<file path="src/design/plp_defines.svh">
// Link framer constants
// Assumes a 200 MHz clock
`ifndef PLP_DEFINES_SVH
`define PLP_DEFINES_SVH
`define PLP_PRE       8'hAB
`define PLP_CLK_MHZ   200
`define PLP_MS_US     1000
`define PLP_BUSY_US   4000
`define PLP_LSN_MS    85
`define PLP_STEP_MS   5
`define PLP_TOUT_MS   1100
`define PLP_ACK_MS    500
`define PLP_THR_RST   8'h80
`define PLP_LFSR_RST  16'hACE1
`define PLP_A_CTRL    8'h00
`define PLP_A_RETRY   8'h01
`define PLP_A_THR     8'h02
`define PLP_A_CMD     8'h03
`define PLP_A_LEN     8'h04
`define PLP_A_LADLO   8'h05
`define PLP_A_LADHI   8'h06
`define PLP_A_GRP     8'h07
`define PLP_A_GMASK   8'h08
`define PLP_A_STAT    8'h09
`define PLP_A_RXLEN   8'h0A
`define PLP_A_RXCMD   8'h0B
`define PLP_A_SEQ     8'h0C
`define PLP_A_DST     5'h02
`define PLP_A_PHY     5'h03
`define PLP_A_TXB     3'h1
`define PLP_A_RXB     3'h2
`define PLP_C_SVC     1
`define PLP_C_EXT     2
`define PLP_C_SK      3
`define PLP_C_RSP     6
`define PLP_S_DONE    1
`define PLP_S_FAIL    2
`define PLP_S_RXRDY   3
`define PLP_S_NOACK   5
`define PLP_DK_LOG    2'h0
`define PLP_DK_GRP    2'h1
`define PLP_DK_PHY    2'h2
`define PLP_DK_BAD    2'h3
`endif

</file>
<file path="src/design/plp_pkg.sv">
// Types of the link framer
// Assumes nothing beyond the defines header
package plp_pkg;
   typedef enum logic [1:0] {
      T_IDLE   = 2'b00,
      T_LISTEN = 2'b01,
      T_SEND   = 2'b10,
      T_ACKW   = 2'b11
   } plp_tx_st_t;
   typedef enum logic [1:0] {
      R_HUNT = 2'b00,
      R_HDR  = 2'b01,
      R_PAY  = 2'b10,
      R_CRC  = 2'b11
   } plp_rx_st_t;
   typedef logic [30:0][7:0] plp_buf_t;
endpackage : plp_pkg

</file>
<file path="src/design/plp_link.sv">
// Powerline link framer: channel access, framing, retries, rx filter
// Assumes modem byte stream on clk, carrier level from an async front end
//
// What this block does
// RULE1 - Listen one of seven random periods 85..115 ms; line must stay idle
// RULE2 - Band busy only after carrier above threshold lasts 4 ms
// RULE3 - Busy band restarts listening with a fresh random period
// RULE4 - Access timeout abandons the send, flags failure
// RULE5 - Each packet is preceded by one preamble byte 0xAB
// RULE6 - Header 6..20 bytes, payload 0..31 bytes, one trailing CRC byte
// RULE7 - Source kind bit: 0 logical, 1 physical
// RULE8 - Destination kind: 00 logical, 01 group, 10 physical, 11 invalid
// RULE9 - Service bit: 0 unacknowledged, 1 acknowledged
// RULE10 - Response bit set only on ack or response packets
// RULE11 - Reserved header bits are sent as zero
// RULE12 - Header carries a 4-bit CRC; bad header aborts reception
// RULE13 - Last byte is 8-bit CRC over header and payload
// RULE14 - Sequence number advances for each new packet
// RULE15 - Ack mode resends unanswered packet, same number, while retries remain
// RULE16 - Unack mode sends retry count plus one copies
// RULE17 - Duplicate from same source, number and CRC is not reported
// RULE18 - Duplicate is still acked in ack service
// RULE19 - Node holds 8 or 16 bit logical and 64-bit physical address
// RULE20 - Single-group mode: membership of one of 256 groups
// RULE21 - Multiple-group mode: any subset of eight groups, plus one single
// RULE22 - Group 0x00 is broadcast, accepted by every node
// RULE23 - Group addressing forces unacknowledged service
// RULE24 - Host reads and writes payloads over the register port
// RULE25 - Drop received packets with invalid kind or bad length silently
// RULE26 - Header size follows address kinds: 1, 2 or 8 bytes each
//
// The register offsets and the address-and-strobe port were chosen for this implementation.
`timescale 1ns/1ps
`include "plp_defines.svh"
module plp_link #(
   parameter int unsigned MS_CYC   = `PLP_MS_US * `PLP_CLK_MHZ,
   parameter int unsigned BUSY_CYC = `PLP_BUSY_US * `PLP_CLK_MHZ,
   // Arbitrary value
   parameter logic [63:0] OWN_PHY  = 64'h0123_4567_89AB_CDEF
) (
   // Clock and reset
   input  wire logic       clk,
   input  wire logic       rst,
   // Register port
   input  wire logic [7:0] addr,
   input  wire logic [7:0] wdata,
   input  wire logic       wr,
   input  wire logic       rd,
   output logic      [7:0] rdata,
   // Carrier level, asynchronous
   input  wire logic [7:0] carrier_lvl,
   // Modem transmit bytes
   output logic      [7:0] tx_data,
   output logic            tx_valid,
   input  wire logic       tx_ready,
   // Modem receive bytes
   input  wire logic [7:0] rx_data,
   input  wire logic       rx_valid,
   // Status
   output logic            band_busy
);
   import plp_pkg::*;

   // ================
   // State
   typedef struct packed {
      logic [7:0]  cs1;
      logic [7:0]  cs2;
      logic [31:0] bcnt;
      logic        busy;
      logic [31:0] mcnt;
      logic        tick;
      logic [15:0] lfsr;
      logic [7:0]  rdat;
      logic        go;
      logic [6:0]  ctl;
      logic [3:0]  retry;
      logic [7:0]  thr;
      logic [7:0]  cmd;
      logic [4:0]  len;
      logic [15:0] lad;
      logic [7:0]  grp;
      logic [7:0]  gmask;
      logic [63:0] dst;
      plp_buf_t    tbuf;
      logic [5:0]  stat;
      plp_tx_st_t  ts;
      logic [6:0]  lcnt;
      logic [6:0]  ltgt;
      logic [10:0] tcnt;
      logic [9:0]  acnt;
      logic [3:0]  tries;
      logic [3:0]  seq;
      logic        cack;
      logic [7:0]  cflg;
      logic [7:0]  ccmd;
      logic [4:0]  clen;
      logic [3:0]  cseq;
      logic [3:0]  cdl;
      logic [3:0]  csl;
      logic [63:0] cdst;
      logic [63:0] csrc;
      logic [63:0] dsh;
      logic [63:0] ssh;
      logic [5:0]  tix;
      logic [3:0]  hcrc;
      logic [7:0]  pcrc;
      logic [7:0]  txd;
      logic        txv;
      logic        ap;
      logic [1:0]  adk;
      logic [63:0] asrc;
      logic [3:0]  aseq;
      logic [7:0]  acmd;
      plp_rx_st_t  rs;
      logic [4:0]  rix;
      logic [4:0]  pix;
      logic [7:0]  rflg;
      logic [7:0]  rcmd;
      logic [4:0]  rlen;
      logic [3:0]  rseq;
      logic [3:0]  rdl;
      logic [3:0]  rsl;
      logic [63:0] rdst;
      logic [63:0] rsrc;
      logic [3:0]  rhc;
      logic [7:0]  rpc;
      plp_buf_t    rtmp;
      plp_buf_t    rbuf;
      logic [4:0]  olen;
      logic [7:0]  ocmd;
      logic        lv;
      logic [63:0] lsrc;
      logic [3:0]  lseq;
      logic [7:0]  lpc;
   } plp_st_t;

   plp_st_t     s;
   plp_st_t     n;
   logic        act;
   logic        ext;
   logic        sk;
   logic [1:0]  dk;
   logic [2:0]  lidx;
   logic [6:0]  pick;
   logic [63:0] osrc;
   logic [5:0]  hl;
   logic [5:0]  last;
   logic [5:0]  pi;
   logic [7:0]  tb;
   logic        sd;
   logic        ss;
   logic [4:0]  re;
   logic [7:0]  g;
   logic        match;
   logic        dup;
   logic        ackhit;

   // ================
   // Helpers
   function automatic logic [7:0] crc8(input logic [7:0] c, input logic [7:0] d);
      logic [7:0] r;
      r = c;
      for (int i = 7; i >= 0; i--) begin
         r = {r[6:0], 1'b0} ^ ((r[7] ^ d[i]) ? 8'h07 : 8'h00);
      end
      return r;
   endfunction : crc8

   function automatic logic [3:0] crc4(input logic [3:0] c, input logic [7:0] d);
      logic [3:0] r;
      r = c;
      for (int i = 7; i >= 0; i--) begin
         r = {r[2:0], 1'b0} ^ ((r[3] ^ d[i]) ? 4'h3 : 4'h0);
      end
      return r;
   endfunction : crc4

   // Address field size in bytes
   function automatic logic [3:0] alen(input logic [1:0] k, input logic e);
      return (k == `PLP_DK_PHY) ? 4'h8 : ((k == `PLP_DK_LOG && e) ? 4'h2 : 4'h1); // RULE26
   endfunction : alen

   // ================
   // Next state
   always_comb begin
      n = s;
      n.rdat = 8'h00;
      n.tick = 1'b0;
      act = (s.ts != T_IDLE);
      ext = s.ctl[`PLP_C_EXT];
      sk = s.ctl[`PLP_C_SK];
      dk = s.ctl[5:4];
      lidx = (s.lfsr[2:0] == 3'h7) ? 3'h3 : s.lfsr[2:0];
      pick = 7'(`PLP_LSN_MS + `PLP_STEP_MS * lidx); // RULE1
      osrc = sk ? OWN_PHY : (ext ? {s.lad, 48'h0} : {s.lad[7:0], 56'h0}); // RULE19
      hl = {2'h0, s.cdl} + {2'h0, s.csl} + 6'h4; // RULE6
      last = hl + {1'b0, s.clen} + 6'h1;
      pi = s.tix - hl - 6'h1;
      re = {1'b0, s.rdl} + {1'b0, s.rsl};
      g = s.rdst[63:56];
      ackhit = 1'b0;
      dup = 1'b0;

      // Carrier persistence
      n.cs1 = carrier_lvl;
      n.cs2 = s.cs1;
      if (s.cs2 > s.thr) begin
         if (s.bcnt >= BUSY_CYC - 1) begin
            n.busy = 1'b1; // RULE2
         end else begin
            n.bcnt = s.bcnt + 32'h1;
         end
      end else begin
         n.bcnt = 32'h0;
         n.busy = 1'b0;
      end
      if (s.mcnt == MS_CYC - 1) begin
         n.mcnt = 32'h0;
         n.tick = 1'b1;
      end else begin
         n.mcnt = s.mcnt + 32'h1;
      end
      n.lfsr = {s.lfsr[14:0], s.lfsr[15] ^ s.lfsr[13] ^ s.lfsr[12] ^ s.lfsr[10]};

      // Register writes
      if (wr) begin
         case (addr)
            `PLP_A_CTRL: begin
               n.ctl = wdata[6:0];
               n.go = s.go | wdata[0];
            end
            `PLP_A_RETRY: n.retry = wdata[3:0];
            `PLP_A_THR: n.thr = wdata;
            `PLP_A_CMD: n.cmd = wdata;
            `PLP_A_LEN: n.len = wdata[4:0];
            `PLP_A_LADLO: n.lad[7:0] = wdata;
            `PLP_A_LADHI: n.lad[15:8] = wdata;
            `PLP_A_GRP: n.grp = wdata;
            `PLP_A_GMASK: n.gmask = wdata;
            `PLP_A_STAT: n.stat = s.stat & ~wdata[5:0];
            default: begin
               if (addr[7:3] == `PLP_A_DST) begin
                  n.dst[8 * (7 - addr[2:0]) +: 8] = wdata;
               end
               if (addr[7:5] == `PLP_A_TXB && addr[4:0] != 5'h1F) begin
                  n.tbuf[addr[4:0]] = wdata; // RULE24
               end
            end
         endcase
      end

      // Register reads
      if (rd) begin
         case (addr)
            `PLP_A_CTRL: n.rdat = {1'b0, s.ctl[6:1], act};
            `PLP_A_RETRY: n.rdat = {4'h0, s.retry};
            `PLP_A_THR: n.rdat = s.thr;
            `PLP_A_CMD: n.rdat = s.cmd;
            `PLP_A_LEN: n.rdat = {3'h0, s.len};
            `PLP_A_LADLO: n.rdat = s.lad[7:0];
            `PLP_A_LADHI: n.rdat = s.lad[15:8];
            `PLP_A_GRP: n.rdat = s.grp;
            `PLP_A_GMASK: n.rdat = s.gmask;
            `PLP_A_STAT: n.rdat = {2'h0, s.stat[5], s.busy, s.stat[3:1], act};
            `PLP_A_RXLEN: n.rdat = {3'h0, s.olen};
            `PLP_A_RXCMD: n.rdat = s.ocmd;
            `PLP_A_SEQ: n.rdat = {4'h0, s.seq};
            default: begin
               if (addr[7:3] == `PLP_A_DST) begin
                  n.rdat = s.dst[8 * (7 - addr[2:0]) +: 8];
               end
               if (addr[7:3] == `PLP_A_PHY) begin
                  n.rdat = OWN_PHY[8 * (7 - addr[2:0]) +: 8];
               end
               if (addr[7:5] == `PLP_A_TXB && addr[4:0] != 5'h1F) begin
                  n.rdat = s.tbuf[addr[4:0]];
               end
               if (addr[7:5] == `PLP_A_RXB && addr[4:0] != 5'h1F) begin
                  n.rdat = s.rbuf[addr[4:0]]; // RULE24
               end
            end
         endcase
      end

      // Address filter
      case (s.rflg[6:5])
         `PLP_DK_LOG: match = ext ? (s.rdst[63:48] == s.lad) : (g == s.lad[7:0]);
         `PLP_DK_GRP: match = (g == 8'h00) || (g == s.grp) || // RULE22 RULE20
                              (g[7:3] == 5'h00 && s.gmask[g[2:0]]); // RULE21
         `PLP_DK_PHY: match = (s.rdst == OWN_PHY);
         default: match = 1'b0;
      endcase

      // Receive
      if (rx_valid) begin
         unique case (s.rs)
            R_HUNT: begin
               if (rx_data == `PLP_PRE) begin
                  n.rs = R_HDR;
                  n.rix = 5'h0;
                  n.pix = 5'h0;
                  n.rhc = 4'h0;
                  n.rpc = 8'h00;
                  n.rdst = 64'h0;
                  n.rsrc = 64'h0;
               end
            end
            R_HDR: begin
               n.rix = s.rix + 5'h1;
               n.rhc = crc4(s.rhc, rx_data);
               n.rpc = crc8(s.rpc, rx_data);
               if (s.rix == 5'h0) begin
                  n.rflg = rx_data;
                  n.rdl = alen(rx_data[6:5], ext);
                  n.rsl = alen({rx_data[7], 1'b0}, ext);
                  if (rx_data[6:5] == `PLP_DK_BAD) begin
                     n.rs = R_HUNT; // RULE25 RULE8
                  end
               end else if (s.rix <= {1'b0, s.rdl}) begin
                  n.rdst[8 * (8 - s.rix) +: 8] = rx_data;
               end else if (s.rix <= re) begin
                  n.rsrc[8 * (8 + s.rdl - s.rix) +: 8] = rx_data;
               end else if (s.rix == re + 5'h1) begin
                  n.rcmd = rx_data;
               end else if (s.rix == re + 5'h2) begin
                  n.rlen = rx_data[4:0];
                  if (rx_data[7:5] != 3'h0) begin
                     n.rs = R_HUNT; // RULE25
                  end
               end else begin
                  n.rseq = rx_data[7:4];
                  if (crc4(s.rhc, {rx_data[7:4], 4'h0}) != rx_data[3:0]) begin
                     n.rs = R_HUNT; // RULE12
                  end else begin
                     n.rs = (s.rlen == 5'h0) ? R_CRC : R_PAY;
                  end
               end
            end
            R_PAY: begin
               n.rtmp[s.pix] = rx_data;
               n.rpc = crc8(s.rpc, rx_data);
               n.pix = s.pix + 5'h1;
               if (s.pix == s.rlen - 5'h1) begin
                  n.rs = R_CRC;
               end
            end
            R_CRC: begin
               n.rs = R_HUNT;
               if (rx_data == s.rpc && match) begin // RULE13
                  if (s.rflg[1]) begin
                     ackhit = (s.ts == T_ACKW) && (s.rseq == s.cseq);
                  end else begin
                     dup = s.lv && s.lsrc == s.rsrc && s.lseq == s.rseq && s.lpc == rx_data;
                     if (!dup) begin // RULE17
                        n.rbuf = s.rtmp;
                        n.olen = s.rlen;
                        n.ocmd = s.rcmd;
                        n.stat[`PLP_S_RXRDY] = 1'b1;
                        n.lv = 1'b1;
                        n.lsrc = s.rsrc;
                        n.lseq = s.rseq;
                        n.lpc = rx_data;
                     end
                     if (s.rflg[4] && s.rflg[6:5] != `PLP_DK_GRP) begin // RULE18
                        n.ap = 1'b1;
                        n.adk = {s.rflg[7], 1'b0};
                        n.asrc = s.rsrc;
                        n.aseq = s.rseq;
                        n.acmd = s.rcmd;
                     end
                  end
               end
            end
         endcase
      end

      // Transmit byte selection
      sd = 1'b0;
      ss = 1'b0;
      if (s.tix == 6'h0) begin
         tb = `PLP_PRE; // RULE5
      end else if (s.tix == 6'h1) begin
         tb = s.cflg;
      end else if (s.tix <= {2'h0, s.cdl} + 6'h1) begin
         tb = s.dsh[63:56];
         sd = 1'b1;
      end else if (s.tix < hl - 6'h2) begin
         tb = s.ssh[63:56];
         ss = 1'b1;
      end else if (s.tix == hl - 6'h2) begin
         tb = s.ccmd;
      end else if (s.tix == hl - 6'h1) begin
         tb = {3'h0, s.clen}; // RULE11
      end else if (s.tix == hl) begin
         tb = {s.cseq, crc4(s.hcrc, {s.cseq, 4'h0})}; // RULE12
      end else if (s.tix < last) begin
         tb = s.tbuf[pi[4:0]];
      end else begin
         tb = s.pcrc; // RULE13
      end

      // Transmit sequencer
      unique case (s.ts)
         T_IDLE: begin
            if (s.ap) begin
               n.ap = 1'b0;
               n.cack = 1'b1;
               n.cflg = {sk, s.adk, 1'b0, 2'h0, 1'b1, 1'b0}; // RULE10
               n.cdst = s.asrc;
               n.cdl = alen(s.adk, ext);
               n.ccmd = s.acmd;
               n.clen = 5'h0;
               n.cseq = s.aseq;
               n.tries = 4'h0;
            end else if (s.go) begin
               n.go = 1'b0;
               n.cack = 1'b0;
               n.seq = s.seq + 4'(dk != `PLP_DK_BAD); // RULE14
               n.cseq = s.seq + 4'h1;
               n.cflg = {sk, dk, s.ctl[`PLP_C_SVC] && dk != `PLP_DK_GRP, // RULE23 RULE9 RULE7
                         2'h0, s.ctl[`PLP_C_RSP], 1'b0}; // RULE11
               n.cdst = s.dst;
               n.cdl = alen(dk, ext);
               n.ccmd = s.cmd;
               n.clen = s.len;
               n.tries = s.retry;
            end
            if (s.ap || (s.go && dk != `PLP_DK_BAD)) begin
               n.csrc = osrc;
               n.csl = alen({sk, 1'b0}, ext);
               n.ts = T_LISTEN;
               n.lcnt = 7'h0;
               n.ltgt = pick;
               n.tcnt = 11'h0;
            end else if (s.go) begin
               n.stat[`PLP_S_FAIL] = 1'b1; // RULE8
            end
         end
         T_LISTEN: begin
            if (s.tick) begin
               n.lcnt = s.lcnt + 7'h1;
               n.tcnt = s.tcnt + 11'h1;
            end
            if (s.busy) begin
               n.lcnt = 7'h0; // RULE3
               n.ltgt = pick;
            end
            if (s.tcnt >= 11'(`PLP_TOUT_MS)) begin
               n.stat[`PLP_S_FAIL] = 1'b1; // RULE4
               n.ts = T_IDLE;
            end else if (!s.busy && s.lcnt >= s.ltgt) begin // RULE1
               n.ts = T_SEND;
               n.tix = 6'h0;
               n.txv = 1'b0;
               n.dsh = s.cdst;
               n.ssh = s.csrc;
               n.hcrc = 4'h0;
               n.pcrc = 8'h00;
            end
         end
         T_SEND: begin
            if (!s.txv || tx_ready) begin
               if (s.tix == last + 6'h1) begin
                  n.txv = 1'b0;
                  if (s.cack) begin
                     n.ts = T_IDLE;
                  end else if (s.cflg[4]) begin
                     n.ts = T_ACKW;
                     n.acnt = 10'h0;
                  end else if (s.tries != 4'h0) begin
                     n.tries = s.tries - 4'h1; // RULE16
                     n.ts = T_LISTEN;
                     n.lcnt = 7'h0;
                     n.ltgt = pick;
                     n.tcnt = 11'h0;
                  end else begin
                     n.stat[`PLP_S_DONE] = 1'b1;
                     n.ts = T_IDLE;
                  end
               end else begin
                  n.txv = 1'b1;
                  n.txd = tb;
                  n.tix = s.tix + 6'h1;
                  if (sd) n.dsh = {s.dsh[55:0], 8'h00};
                  if (ss) n.ssh = {s.ssh[55:0], 8'h00};
                  if (s.tix != 6'h0 && s.tix < hl) n.hcrc = crc4(s.hcrc, tb);
                  if (s.tix != 6'h0 && s.tix < last) n.pcrc = crc8(s.pcrc, tb);
               end
            end
         end
         T_ACKW: begin
            if (s.tick) begin
               n.acnt = s.acnt + 10'h1;
            end
            if (ackhit) begin
               n.stat[`PLP_S_DONE] = 1'b1;
               n.ts = T_IDLE;
            end else if (s.acnt >= 10'(`PLP_ACK_MS)) begin
               if (s.tries != 4'h0) begin
                  n.tries = s.tries - 4'h1; // RULE15
                  n.ts = T_LISTEN;
                  n.lcnt = 7'h0;
                  n.ltgt = pick;
                  n.tcnt = 11'h0;
               end else begin
                  n.stat[`PLP_S_NOACK] = 1'b1;
                  n.ts = T_IDLE;
               end
            end
         end
      endcase
   end

   // ================
   // Registers
   always_ff @(posedge clk or posedge rst) begin
      if (rst) begin
         s <= '0;
         s.lfsr <= `PLP_LFSR_RST;
         s.thr <= `PLP_THR_RST;
      end else begin
         s <= n;
      end
   end

   assign rdata = s.rdat;
   assign tx_data = s.txd;
   assign tx_valid = s.txv;
   assign band_busy = s.busy;
endmodule : plp_link

</file>
<file path="config.mk">
export PLATFORM = sky130hd
export DESIGN_NAME = plp_link
export DESIGN_NICKNAME = d
export VERILOG_FILES = /design/src/design/plp_pkg.sv /design/src/design/plp_link.sv
export VERILOG_INCLUDE_DIRS = /design/src /design/src/design
export SDC_FILE = /design/constraint.sdc
export NUM_CORES = 2
export LEC_CHECK = 0
export BUFFER_PORTS_ARGS = -buffer_cell sky130_fd_sc_hd__buf_4
export CORE_UTILIZATION = 50
export CTS_CLUSTER_SIZE = 20
export DETAILED_ROUTE_END_ITERATION = 7
export GPL_TIMING_DRIVEN = 0
export PLACE_DENSITY = 0.73
export SKIP_CTS_REPAIR_TIMING = 1
export SLEW_MARGIN = 0
export SYNTH_ARGS = -nofsm -noshare
export SYNTH_HDL_FRONTEND = slang
export SYNTH_SLANG_ARGS = --single-unit
</file>
<file path="constraint.sdc">
create_clock -name clk -period 61.9 [get_ports clk]
set_input_delay 12.38 -clock clk [delete_from_list [all_inputs] [get_ports clk]]
set_output_delay 12.38 -clock clk [all_outputs]
set_load 0.01 [all_outputs]
</file>
==> metrics.cfg <==
[yosys]
synth_xor_area_share_pct = 3.22
synth_compound_area_share_pct = 8.37
synth_fp_nets = 6411
synth_cell_types = 97
synthMuxAreaShare_pct = 22.1
avgSynthCellArea_sq_um = 12.2
ys_seq_elements = 1612
synth_seq_area_share_pct = 52.9
ys_warn_count = 0
async_flop_share_pct = 100
syn_area_sq_mm = 0.0763
synth-edff-count = 0
yosys.area_share.simple_pct = 8.55
synth_adder_area_share_pct = 2.08
synth_top_family_by_area = multiplexers
synthCells = 6249
yosys_most_used_dff = dfrtp_1

[sta]
clock_skew_ns = 0.0308
tns_ns = 0
fin_crit_ns = 19.10
rsz0062_at_grt = false
period_share_pct = 30.9
worst_pin_slew_ns = 1.62
slew_headroom_pct = -7.68
setup_viol = 0
drv_slew = 33
hold_viol = 0
fmax_mhz = 52.3

[worst_setup_path]
arrival_ns = 19.76
crit_required_ns = 62.55
start_kind = input port
end_kind = flop
path_max_fanout = 10
r2r_setup_slack_ns = 54.95
critPathKind = in2reg
r2r_cells = 18

[global_routing]
antenna_found_initial = 8
grt.overflow.total = 0
use_met2_pct = 47.6
grtUsageMet1_pct = 44.2
grt_max_degree = 138
grt_pass1_wl_mm = 361
grt.busiest_layer = met2
first_global_vias = 54300
grt_use_total_pct = 31.8
use_met3_pct = 6.78

[power]
p_leak_uw = 0.0395
finalPower_uw = 2510
ir_drop_mv = 0.0290
power_density_mw_per_mm2 = 29.3

[cts]
cts.reportedPaths.clkPinSlew_ns = 0.06
cts_buffers = 168
cts_tree = done
cts_max_path_buffers = 3
clkLatencyLatePin_ns = 0.83
cts.root.buffer_cell = clkbuf_16
cts.sinks = 1612
cts_max_level = 4

[cells_and_area]
area_growth_syn_to_layout_pct = 12.1
fin_nets = 6647
drive_gt1_share_pct = 24.8
stdcell_count = 8644
fill_cells = 12500

[job]
maxCapViolations = 4

[status]
status = complete, but fails checks
violations = capacitance limit, slew limit

[floorplanning]
dieArea_sq_mm = 0.154
die_w_um = 393
core-area_sq_mm = 0.151
rows = 142
initial_utilization_pct = 50.6
chipHeight_um = 393
io_pins = 56

[placed_design]
gp_congestion = 0.976
dp.cells = 8330
place_hpwl_mm = 174
port_buffers = 44

[route]
routed_wl_mm = 243
first_pass_iters = 6
ant_nets = 0
via_count = 54900
drt-initial-drc-count = 6423
drt-wirelength-per-cell_um = 28.1
viasPerCell = 6.36
drc = 0

[hold_path]
hold_depth = 0
min_path_type = reg2reg

## worst max-delay path: stages
cell	delay (ns)
buf_4	0.18
buf_1	1.16
clkbuf_1	0.96
buf_1	1.01
clkbuf_1	0.79
inv_1	0.16
ha_1	0.23
clkbuf_1	0.30
and3_1	0.32
a21o_1	0.18
a221o_1	0.29
a221oi_1	0.36
o21ai_0	0.22
nor4_1	1.07
nor2_1	0.10
## cell families (layout without fill, tap and decap cells)
logic type                 Yosys count  after routing
muxes                             1310           1310
and+or+nand+nor                   1443           1443
adders and majority gates          124            124
xor gates and xnor gates           273            273
other                                1              7
buffers and inverters              523            896
DFF                               1612           1612
AOI/OAI and AO/OA                  963            963
## path summary, 6_finish.rpt
path	startpoint	to
setup / recovery	addr[1]	rdata[0]
setup reg to reg	s[1133]	s[869]
min in group asynchronous	rst	s[61]
hold reg to reg	n[1689]	s[1689]
hold / removal	n[1689]	s[1689]
max in group asynchronous	rst	s[306]
## sequential cells by signal, summed over array words and instances (netlist names)
signal     flops
n             23
rdata          8
band_busy      1
s           1560
tx_valid       1
g              8
tx_data        8
ext            1
dk             2
## cell type report
cell class	count	area, sq um	share of cell area [%]
flip-flops and latches	1612	40300	47.2
multi-input cells	4114	33900	39.6
clock buffers	226	4650	5.44
well taps	2016	2520	2.95
plain buffers	388	1630	1.90
clock inverters	81	1170	1.37
repair buffers	66	776	0.907
inverters	135	514	0.602
diodes	6	15.0	0.0176
## placed cells by master, fill, tap and decap left out, drive strengths merged, types with 139 or more instances in the layout
cell type  instances
inv              139
xnor2            143
clkbuf           515
mux2             980
mux4             201
nor2             384
dfrtp           1603
buf              165
nand2            583
o21ai            390
## where the power goes
part | switching [uW] | internal (uW)
clock network | 448 | 617
logic | 208 | 109
registers | 38.9 | 1080
## layer usage
layer	part of all wire [%]	wire, um	up-vias
met4	5.4	13100	6
met2	45	108000	2777
li1	-	-	23100
met5	0.015	36	-
met3	9.0	21700	596
met1	41	99900	28500
## through the flow
stage / hold slack [ns] / util, % / instance area, sq um / worst slack, ns
after CTS: 0.348 / 56.7 / 85500 / 43.27
after floorplan: 0.331 / - / 76300 / 4.05
final: 0.347 / 56.7 / 85500 / 42.80
after global routing: 0.354 / 56.7 / 85500 / 43.05
after global placement: 0.335 / 52.5 / 79100 / -11.56
after detailed placement: 0.335 / 52.9 / 79600 / 42.43
## Yosys cell counts, types with 28 or more instances
| master | instances | area, sq um |
|---|---|---|
| nand4_1 | 50 | 313 |
| nor2_1 | 384 | 1440 |
| clkbuf_1 | 286 | 1070 |
| xnor2_1 | 141 | 1230 |
| a221oi_1 | 91 | 797 |
| nor4_1 | 42 | 263 |
| o21ai_0 | 376 | 1880 |
| inv_1 | 133 | 499 |
| a21oi_1 | 112 | 561 |
| nand3_1 | 119 | 596 |
| buf_2 | 29 | 145 |
| a22o_1 | 112 | 981 |
| o22ai_1 | 29 | 181 |
| ha_1 | 119 | 1490 |
| mux2i_1 | 129 | 1290 |
| nand2_1 | 582 | 2180 |
| nand2b_1 | 28 | 175 |
| and3_1 | 34 | 213 |
| dfrtp_1 | 1603 | 40100 |
| xor2_1 | 125 | 1090 |
| buf_1 | 46 | 173 |
| mux4_2 | 198 | 4460 |
| mux2_2 | 980 | 11000 |
| nor3_1 | 68 | 340 |
(Power assumes the default switching activity.)
